--- src/sysclk_defines.vh ---
// Constants for the system clock start/stop controller: register offsets,
// bit positions, reset values and timing figures.
// Assumes the includer runs at the clock rate given by SYSCLK_SYS_MHZ.
`ifndef SYSCLK_DEFINES_VH
`define SYSCLK_DEFINES_VH

// ----------------------------------------------------------------------
// Register offsets (8-bit address space)
// ----------------------------------------------------------------------
`define SYSCLK_ADDR_MAIN_OSC_CTRL   8'h00
`define SYSCLK_ADDR_PROC_CLK_CTRL   8'h01
`define SYSCLK_ADDR_MAIN_MODE_CTRL  8'h02
`define SYSCLK_ADDR_STAB_STATUS     8'h03
`define SYSCLK_ADDR_STAB_SELECT     8'h04
`define SYSCLK_ADDR_CTRL_STATE      8'h05

// ----------------------------------------------------------------------
// Bit positions
// ----------------------------------------------------------------------
`define SYSCLK_BIT_MAIN_HALT        7
`define SYSCLK_BIT_SUB_HALT         6
`define SYSCLK_BIT_SUB_FLAG         5
`define SYSCLK_BIT_SUB_REQ          4
`define SYSCLK_BIT_MAIN_REQ         0
`define SYSCLK_BIT_MAIN_FLAG        1
`define SYSCLK_BIT_EXT_MODE         2

// ----------------------------------------------------------------------
// Reset values
// ----------------------------------------------------------------------
`define SYSCLK_RST_MAIN_OSC_CTRL    8'hC0
`define SYSCLK_RST_STAB_SELECT      3'h4
`define SYSCLK_ZERO8                8'h00

// ----------------------------------------------------------------------
// Stabilisation figures
// ----------------------------------------------------------------------
`define SYSCLK_STAB_STEPS           5
`define SYSCLK_STAB_LAST            3'h4
`define SYSCLK_STAB_CNT_W           17
`define SYSCLK_SYS_MHZ              200
`define SYSCLK_REG_STAB_NS          1000
`define SYSCLK_REG_STAB_CYC         ((`SYSCLK_REG_STAB_NS * `SYSCLK_SYS_MHZ + 999) / 1000)
`define SYSCLK_PWR_CNT_W            16
`define SYSCLK_STAB_UNIT_DEF        2048

// ----------------------------------------------------------------------
// Clock source codes on the select output
// ----------------------------------------------------------------------
`define SYSCLK_SRC_INT              2'h0
`define SYSCLK_SRC_MAIN             2'h1
`define SYSCLK_SRC_SUB              2'h2

`endif

--- src/sysclk_sync.v ---
// Two-flop synchroniser for a group of asynchronous level inputs.
// Assumes inputs are levels that stay put for several clk_sys cycles.
`timescale 1ns/1ps

module sysclk_sync #(
    parameter W = 1
) (
    input  wire         clk_sys,
    input  wire         rst,
    input  wire [W-1:0] asyncIn,
    output wire [W-1:0] syncOut
);

    reg [W-1:0] stage1_reg;
    reg [W-1:0] stage2_reg;

    // First stage feeds only the second; nothing else may look at it
    always @(posedge clk_sys) begin
        if (rst) begin
            stage1_reg <= {W{1'b0}};
            stage2_reg <= {W{1'b0}};
        end else begin
            stage1_reg <= asyncIn;
            stage2_reg <= stage1_reg;
        end
    end

    assign syncOut = stage2_reg;

endmodule // sysclk_sync

--- src/sysclk_stab_counter.v ---
// Oscillation stabilisation counter: counts clk_sys cycles while the main
// crystal runs and reports which wait thresholds have elapsed.
// Assumes the caller holds run low whenever the crystal is not oscillating.
`timescale 1ns/1ps
`include "sysclk_defines.vh"

module sysclk_stab_counter #(
    parameter STAB_UNIT = `SYSCLK_STAB_UNIT_DEF
) (
    input  wire                          clk_sys,
    input  wire                          rst,
    input  wire                          run,
    input  wire [2:0]                    waitSel,
    output wire [`SYSCLK_STAB_STEPS-1:0] stabStatus,
    output wire                          stabDone
);

    // Threshold index clamp: codes past the last step mean the longest wait
    function [2:0] clampSel;
        input [2:0] sel;
        begin
            clampSel = (sel > `SYSCLK_STAB_LAST) ? `SYSCLK_STAB_LAST : sel;
        end
    endfunction

    // Saturation point is the longest threshold, sized to the counter on purpose
    localparam [`SYSCLK_STAB_CNT_W-1:0] LIMIT_ALL = STAB_UNIT * 32;

    reg  [`SYSCLK_STAB_CNT_W-1:0] count_reg;
    wire [`SYSCLK_STAB_CNT_W-1:0] limitCnt;

    // Thresholds are the unit times 1, 4, 8, 16 and 32
    genvar i;
    generate
        for (i = 0; i < `SYSCLK_STAB_STEPS; i = i + 1) begin : gStep
            localparam integer SHIFT = (i == 0) ? 0 : i + 1;
            localparam [`SYSCLK_STAB_CNT_W-1:0] LIMIT = STAB_UNIT * (1 << SHIFT);
            assign stabStatus[i] = (count_reg >= LIMIT);
        end
    endgenerate

    assign limitCnt = LIMIT_ALL;

    // Saturating count; cleared whenever oscillation stops so a restart waits again
    always @(posedge clk_sys) begin
        if (rst) begin
            count_reg <= {`SYSCLK_STAB_CNT_W{1'b0}};
        end else if (!run) begin
            count_reg <= {`SYSCLK_STAB_CNT_W{1'b0}};
        end else if (count_reg < limitCnt) begin
            count_reg <= count_reg + 1'b1;
        end
    end

    assign stabDone = stabStatus[clampSel(waitSel)];

endmodule // sysclk_stab_counter

--- src/sysclk_ctrl.v ---
// Clock generator control: oscillator enables, CPU clock source choice,
// STOP mode entry and release, and the register port for software.
// Assumes stopExec comes from the CPU on clk_sys; wake and sub-stable are pins.
//
// Functional notes
// Internal high-speed oscillator runs from reset release without software.
// CPU starts on internal clock after regulator stabilisation wait elapses.
// Software enables main and sub crystals; both stay idle after reset.
// Software switches to a crystal only after it oscillates stably.
// Stabilisation counter status is readable while CPU runs on internal clock.
// Running on main crystal, STOP release waits the selected stabilisation time.
// External clock input imposes no stabilisation wait.
// STOP instruction enters STOP, halting main crystal or gating external clock.
// Software programs the wait select before STOP while on main crystal.
// Software halts peripherals unusable in STOP before entering it.
// Main halt bit set halts main crystal or external input without STOP.
// Sub flag and main flag encode internal, high-speed or subsystem source.
// Software sets main halt only when off high-speed clock, peripherals stopped.
// Software leaves high-speed clock first if CPU runs on it.
// Source flags change only once a requested switch has truly completed.
`timescale 1ns/1ps
`include "sysclk_defines.vh"

module sysclk_ctrl #(
    parameter STAB_UNIT = `SYSCLK_STAB_UNIT_DEF
) (
    input  wire       clk_sys,
    input  wire       rst,
    input  wire [7:0] regAddr,
    input  wire [7:0] regWrData,
    input  wire       regWrite,
    input  wire       regRead,
    output reg  [7:0] regRdData,
    input  wire       stopExec,
    input  wire       wakeReq,
    input  wire       subOscStable,
    output reg        intOscEn,
    output reg        mainOscEn,
    output reg        subOscEn,
    output reg        extClkInEn,
    output reg  [1:0] cpuClkSel,
    output reg        cpuRun,
    output reg        stopMode
);

    // ------------------------------------------------------------------
    // States
    // ------------------------------------------------------------------
    localparam [3:0] ST_PWR  = 4'h1;
    localparam [3:0] ST_RUN  = 4'h2;
    localparam [3:0] ST_STOP = 4'h4;
    localparam [3:0] ST_WAIT = 4'h8;

    localparam [`SYSCLK_PWR_CNT_W-1:0] PWR_CYC = `SYSCLK_REG_STAB_CYC;
    localparam [7:0]                   RST_OSC = `SYSCLK_RST_MAIN_OSC_CTRL;

    // ------------------------------------------------------------------
    // Declarations
    // ------------------------------------------------------------------
    reg  [3:0]                    state_reg;
    reg  [3:0]                    state_next;
    reg  [`SYSCLK_PWR_CNT_W-1:0]  pwrCnt_reg;
    reg                           mainHalt_reg;
    reg                           subHalt_reg;
    reg                           subReq_reg;
    reg                           mainReq_reg;
    reg                           extMode_reg;
    reg  [2:0]                    waitSel_reg;
    reg                           subFlag_reg;
    reg                           subFlag_next;
    reg                           mainFlag_reg;
    reg                           mainFlag_next;
    reg  [7:0]                    rdMux;
    wire [1:0]                    pinSync;
    wire                          wakeSync;
    wire                          subStableSync;
    wire [`SYSCLK_STAB_STEPS-1:0] stabStatus;
    wire                          stabDone;
    wire                          onMain;
    wire                          mainReady;
    wire                          subReady;
    wire                          stopNow;

    // ------------------------------------------------------------------
    // Pin synchronisers and stabilisation counter
    // ------------------------------------------------------------------
    sysclk_sync #(
        .W (2)
    ) uSync (
        .clk_sys (clk_sys),
        .rst     (rst),
        .asyncIn ({wakeReq, subOscStable}),
        .syncOut (pinSync)
    );

    assign wakeSync      = pinSync[1];
    assign subStableSync = pinSync[0];

    // Counter runs only while the crystal is enabled, so each restart begins a fresh count
    sysclk_stab_counter #(
        .STAB_UNIT (STAB_UNIT)
    ) uStab (
        .clk_sys    (clk_sys),
        .rst        (rst),
        .run        (mainOscEn),
        .waitSel    (waitSel_reg),
        .stabStatus (stabStatus),
        .stabDone   (stabDone)
    );

    // ------------------------------------------------------------------
    // Derived conditions
    // ------------------------------------------------------------------
    assign onMain    = mainFlag_reg & ~subFlag_reg;
    // Full count before a switch keeps the CPU off a crystal still settling
    assign mainReady = extClkInEn | (mainOscEn & stabStatus[`SYSCLK_STAB_STEPS-1]);
    assign subReady  = subOscEn & subStableSync;
    assign stopNow   = (state_reg == ST_STOP);

    // ------------------------------------------------------------------
    // Register writes
    // ------------------------------------------------------------------
    // Crystals held halted out of reset until software clears the halt bits
    always @(posedge clk_sys) begin
        if (rst) begin
            mainHalt_reg <= RST_OSC[`SYSCLK_BIT_MAIN_HALT];
            subHalt_reg  <= RST_OSC[`SYSCLK_BIT_SUB_HALT];
            subReq_reg   <= 1'b0;
            mainReq_reg  <= 1'b0;
            extMode_reg  <= 1'b0;
            waitSel_reg  <= `SYSCLK_RST_STAB_SELECT;
        end else if (regWrite) begin
            if (regAddr == `SYSCLK_ADDR_MAIN_OSC_CTRL) begin
                mainHalt_reg <= regWrData[`SYSCLK_BIT_MAIN_HALT];
                subHalt_reg  <= regWrData[`SYSCLK_BIT_SUB_HALT];
            end else if (regAddr == `SYSCLK_ADDR_PROC_CLK_CTRL) begin
                subReq_reg <= regWrData[`SYSCLK_BIT_SUB_REQ];
            end else if (regAddr == `SYSCLK_ADDR_MAIN_MODE_CTRL) begin
                mainReq_reg <= regWrData[`SYSCLK_BIT_MAIN_REQ];
                extMode_reg <= regWrData[`SYSCLK_BIT_EXT_MODE];
            end else if (regAddr == `SYSCLK_ADDR_STAB_SELECT) begin
                waitSel_reg <= regWrData[2:0];
            end
        end
    end

    // ------------------------------------------------------------------
    // Register reads: data stands one cycle after the strobe only
    // ------------------------------------------------------------------
    always @* begin
        rdMux = `SYSCLK_ZERO8;
        if (regAddr == `SYSCLK_ADDR_MAIN_OSC_CTRL) begin
            rdMux[`SYSCLK_BIT_MAIN_HALT] = mainHalt_reg;
            rdMux[`SYSCLK_BIT_SUB_HALT]  = subHalt_reg;
        end else if (regAddr == `SYSCLK_ADDR_PROC_CLK_CTRL) begin
            rdMux[`SYSCLK_BIT_SUB_FLAG] = subFlag_reg;
            rdMux[`SYSCLK_BIT_SUB_REQ]  = subReq_reg;
        end else if (regAddr == `SYSCLK_ADDR_MAIN_MODE_CTRL) begin
            rdMux[`SYSCLK_BIT_MAIN_REQ]  = mainReq_reg;
            rdMux[`SYSCLK_BIT_MAIN_FLAG] = mainFlag_reg;
            rdMux[`SYSCLK_BIT_EXT_MODE]  = extMode_reg;
        end else if (regAddr == `SYSCLK_ADDR_STAB_STATUS) begin
            rdMux[`SYSCLK_STAB_STEPS-1:0] = stabStatus;
        end else if (regAddr == `SYSCLK_ADDR_STAB_SELECT) begin
            rdMux[2:0] = waitSel_reg;
        end else if (regAddr == `SYSCLK_ADDR_CTRL_STATE) begin
            rdMux[3:0] = state_reg;
        end
    end

    always @(posedge clk_sys) begin
        if (rst) begin
            regRdData <= `SYSCLK_ZERO8;
        end else if (regRead) begin
            regRdData <= rdMux;
        end else begin
            regRdData <= `SYSCLK_ZERO8;
        end
    end

    // ------------------------------------------------------------------
    // Power-up regulator wait
    // ------------------------------------------------------------------
    always @(posedge clk_sys) begin
        if (rst) begin
            pwrCnt_reg <= {`SYSCLK_PWR_CNT_W{1'b0}};
        end else if (state_reg == ST_PWR && pwrCnt_reg < PWR_CYC) begin
            pwrCnt_reg <= pwrCnt_reg + 1'b1;
        end
    end

    // ------------------------------------------------------------------
    // Run / STOP state machine
    // ------------------------------------------------------------------
    always @* begin
        state_next = state_reg;
        case (state_reg)
            ST_PWR: begin
                if (pwrCnt_reg >= PWR_CYC) begin
                    state_next = ST_RUN;
                end
            end
            ST_RUN: begin
                if (stopExec) begin
                    state_next = ST_STOP;
                end
            end
            ST_STOP: begin
                if (wakeSync) begin
                    // Only a crystal that was really stopped needs settling time
                    if (onMain && !extMode_reg && !mainHalt_reg) begin
                        state_next = ST_WAIT;
                    end else begin
                        state_next = ST_RUN;
                    end
                end
            end
            ST_WAIT: begin
                if (stabDone) begin
                    state_next = ST_RUN;
                end
            end
            default: begin
                state_next = ST_PWR;
            end
        endcase
    end

    always @(posedge clk_sys) begin
        if (rst) begin
            state_reg <= ST_PWR;
        end else begin
            state_reg <= state_next;
        end
    end

    // ------------------------------------------------------------------
    // Clock source switching; flags move only when the target is ready
    // ------------------------------------------------------------------
    always @* begin
        subFlag_next  = subFlag_reg;
        mainFlag_next = mainFlag_reg;
        if (state_reg == ST_RUN) begin
            if (subReq_reg) begin
                if (!subFlag_reg && subReady) begin
                    subFlag_next = 1'b1;
                end
            end else if (subFlag_reg) begin
                if (!mainReq_reg || mainReady) begin
                    subFlag_next  = 1'b0;
                    mainFlag_next = mainReq_reg;
                end
            end
            if (!subReq_reg && !subFlag_reg) begin
                if (mainReq_reg && !mainFlag_reg && mainReady) begin
                    mainFlag_next = 1'b1;
                end else if (!mainReq_reg) begin
                    mainFlag_next = 1'b0;
                end
            end
            if (subReq_reg && !subFlag_reg && subReady) begin
                mainFlag_next = mainReq_reg;
            end
        end
    end

    always @(posedge clk_sys) begin
        if (rst) begin
            subFlag_reg  <= 1'b0;
            mainFlag_reg <= 1'b0;
        end else begin
            subFlag_reg  <= subFlag_next;
            mainFlag_reg <= mainFlag_next;
        end
    end

    // ------------------------------------------------------------------
    // Registered outputs: oscillator enables and CPU clock
    // ------------------------------------------------------------------
    always @(posedge clk_sys) begin
        if (rst) begin
            intOscEn   <= 1'b0;
            mainOscEn  <= 1'b0;
            subOscEn   <= 1'b0;
            extClkInEn <= 1'b0;
            cpuClkSel  <= `SYSCLK_SRC_INT;
            cpuRun     <= 1'b0;
            stopMode   <= 1'b0;
        end else begin
            intOscEn   <= 1'b1;
            // STOP or the halt bit stops the crystal or gates the external input
            mainOscEn  <= ~mainHalt_reg & ~extMode_reg & ~stopNow;  // see R8
            extClkInEn <= ~mainHalt_reg & extMode_reg & ~stopNow;   // see R8
            subOscEn   <= ~subHalt_reg;
            if (subFlag_next) begin
                cpuClkSel <= `SYSCLK_SRC_SUB;
            end else if (mainFlag_next) begin
                cpuClkSel <= `SYSCLK_SRC_MAIN;
            end else begin
                cpuClkSel <= `SYSCLK_SRC_INT;
            end
            cpuRun     <= (state_next == ST_RUN);  // see R2
            stopMode   <= (state_next == ST_STOP) | (state_next == ST_WAIT);
        end
    end

endmodule // sysclk_ctrl

--- config.mk ---
export PLATFORM = sky130hd
export DESIGN_NAME = sysclk_ctrl
export DESIGN_NICKNAME = d
export VERILOG_FILES = /design/src/sysclk_sync.v /design/src/sysclk_stab_counter.v /design/src/sysclk_ctrl.v
export VERILOG_INCLUDE_DIRS = /design/src
export SDC_FILE = /design/constraint.sdc
export NUM_CORES = 1
export LEC_CHECK = 0
export BUFFER_PORTS_ARGS = -buffer_cell sky130_fd_sc_hd__buf_2
export CAP_MARGIN = 40
export CORE_MARGIN = 1.5
export CORE_UTILIZATION = 35
export CTS_CLUSTER_SIZE = 25
export DETAILED_ROUTE_END_ITERATION = 12
export PLACE_DENSITY = 0.63
export SYNTH_ARGS = -nofsm -noshare
export SYNTH_HDL_FRONTEND = slang
export SYNTH_HIERARCHICAL = 1
export SYNTH_SLANG_ARGS = --single-unit
--- constraint.sdc ---
create_clock -name clk_sys -period 2.1 [get_ports clk_sys]
set_input_delay 0 -clock clk_sys [delete_from_list [all_inputs] [get_ports clk_sys]]
set_output_delay 0 -clock clk_sys [all_outputs]
set_load 0.03 [all_outputs]
==> qor.txt <==
post-placement worst setup slack = 293 ps
fin nets = 391
Max-Cap Viols = 0
Worst setup SP type = flip-flop
Layout area overhead = 19.9%
buffer count from post-CTS setup fixing = 0
post-synth cell types = 58
Core Area = 0.00822 sq mm
Vias = 2348
worst r2r path cells = 8
Worst Path Required = 2320 ps
number of flops mapped to enable cells by yosys = 0
Finished Cell Area = 0.00356 sq mm
synthesized flop and latch total = 66
CTS clk-pin slew, worst paths = 70 ps
CTS tree = done
Top-Level Pins = 39
global-route usage over all layers = 0.147
Crit Path Category = flip-flop to flip-flop
final worst-path cycle share = 0.860
ys async rst share = 0
Routed Antenna Nets = 0
critical path capture point type = flip-flop
initial antenna violation count = 0
first-pass GRT wire length = 10.2 mm
Post-Layout Cell Count = 474
worst flop-to-flop path endpoint = cpuRun$_SDFF_PP0_
Worst Max-Slew Pin Slew = 399 ps
Power Total = 2.54 mW
vias in the first global route = 2219
DR vias/cell = 4.95
leakage = 1.50 nW
Clk Latency, worst-skew pair = 340 ps
WL per Instance = 13.1 um
synthesis warning total = 6
Starting Density = 0.362
final core occ = 0.434
cells after synthesis = 316
Max H-tree Level = 3
highest clock rate = 554 MHz
Num CTS Buffers = 9
post-synthesis instance area = 0.00297 sq mm
prevailing post-synth register cell = dfxtp_1
die width = 95.1 um
Port Buf Inserts = 36
# DRC = 0
Hold Crit Start = regAddr[0]
Pins Over Slew Limit = 0
setup_tns = 0 ps
Num Clock Sinks = 66
die footprint = 0.00905 sq mm
final hold slack = 46.4 ps
ranking of synthesized cells by area = dfxtp_1 44%, mux2i_1 4.7%, nor2b_1 4.0%
syn avg cell area = 9.40 sq um
Max Clock Skew = 8.24 ps
placed inst area = 0.00326 sq mm
1st-iter DRT viols = 97
Hold Path End = regRdData[4]$_SDFF_PP0_
gr ovfl total = 0
worst hold stages = 2
Synth top cells by count = 66 x dfxtp_1, 31 x nor2_1, 19 x nand2_1, 19 x nor2b_1, 16 x inv_1
Pwr Density = 712 mW/mm^2
largest net degree at the start of global routing = 21
Slew HR = 0.730
DRT Pass-1 Iters = 4
RSZ-0062 raised after global routing = false
Worst Hold Class = input port to flip-flop
Seq/Total Area, Yosys = 0.445
Hold Vio Cnt, Final = 0
setup slack, reg-to-reg = 290 ps
layout cells sized above 1 = 0.209
status = completed
net count after synthesis = 343
root buffer cell = clkbuf_8
max FFs per register = 17
Die Ht = 95.1 um
RR Startpoint = uStab/count_reg[16]$_SDFFE_PP0N_
# rows = 33
placed cells = 450
Synth area leader = dfxtp_1
VDD IR max = 0.000385 V
CP Data Arrival Time = 2030 ps
GP Congestion = 0.822
most common cell in the netlist = dfxtp_1
drt total wl = 6.19 mm
# diodes = 0
CP max FO = 7
HPWL Detailed = 4.53 mm
worst setup margin = 294 ps
Setup violations, final = 0
clock period minus worst slack = 1810 ps
Bufs on Longest Clock Path = 2
Yosys top cell area share = 0.445
-- per-layer routing --
metal  share of wire  track usage  vias up
met5               0            0        -
met4           0.014       0.0448        0
met3           0.035       0.0447        7
met2            0.47        0.235       33
met1            0.49        0.190     1106
li1                -            -     1202
-- cell usage in the layout (no fill, tap or decap), types with 5 or more instances in the layout --
cell,n
dfxtp_1,66
inv_1,16
nor2_1,31
or3_1,7
buf_4,8
xor2_1,6
buf_2,36
nor2b_1,19
and3_1,6
o21ai_0,12
nand3_1,9
nor3_1,5
mux2i_1,14
nand2_1,19
nor4_2,6
a21oi_1,9
clkbuf_8,10
xnor2_1,6
dlygate4sd3_1,8
-- critical path, cell delays in order, from the launching register on --
cell	delay [ps]
dfxtp_1	400
nor4_2	340
o21ai_0	140
o21ai_0	160
o21ai_0	130
nand3b_1	110
o31ai_1	80
a32oi_1	200
a21boi_0	110
-- cells by family (layout without fill, tap and decap cells) --
logic type,count (synthesis),count (layout),share of synthesized area
AO/OA/AOI/OAI,46,46,0.103
XOR/XNOR,12,12,0.0354
adder cells (fa/ha/maj),4,4,0.0168
buffers and inverters,31,84,0.0489
flip-flops,66,66,0.445
multiplexers,14,14,0.0472
AND/OR/NAND/NOR,143,143,0.304
-- how the worst max path moves through the flow --
stage / startpoint / to
2_1_floorplan: uStab/count_reg[16]$_SDFFE_PP0N_ / cpuRun$_SDFF_PP0_
3_3_place_gp: uStab/count_reg[16]$_SDFFE_PP0N_ / cpuRun$_SDFF_PP0_
3_5_place_dp: uStab/count_reg[16]$_SDFFE_PP0N_ / cpuRun$_SDFF_PP0_
4_1_cts: uStab/count_reg[16]$_SDFFE_PP0N_ / cpuRun$_SDFF_PP0_
5_1_grt: uStab/count_reg[16]$_SDFFE_PP0N_ / state_reg[1]$_SDFF_PP0_
6_report: uStab/count_reg[16]$_SDFFE_PP0N_ / cpuRun$_SDFF_PP0_
-- what timing repair did --
action	CTS	global route
resized for setup	0	1
endpoints found under the hold margin	10	0
hold buffers	8	0
setup endpoints to repair	0	2
-- layout make-up --
| cell class | instances | area (sq um) |
|---|---|---|
| fill | 817 | 4650 |
| clock buffer | 11 | 141 |
| inverter | 16 | 60.1 |
| multi-input combinational | 219 | 1510 |
| tap | 105 | 131 |
| clock inverter | 5 | 77.6 |
| timing repair buffer | 52 | 320 |
| sequential | 66 | 1320 |
-- power breakdown --
group	switching (mW)	internal, mW
logic	0.0535	0.0467
clock network	0.469	0.697
registers	0.00883	1.26
total	0.532	2.00
No activity file was read; power rests on OpenSTA's default activity.
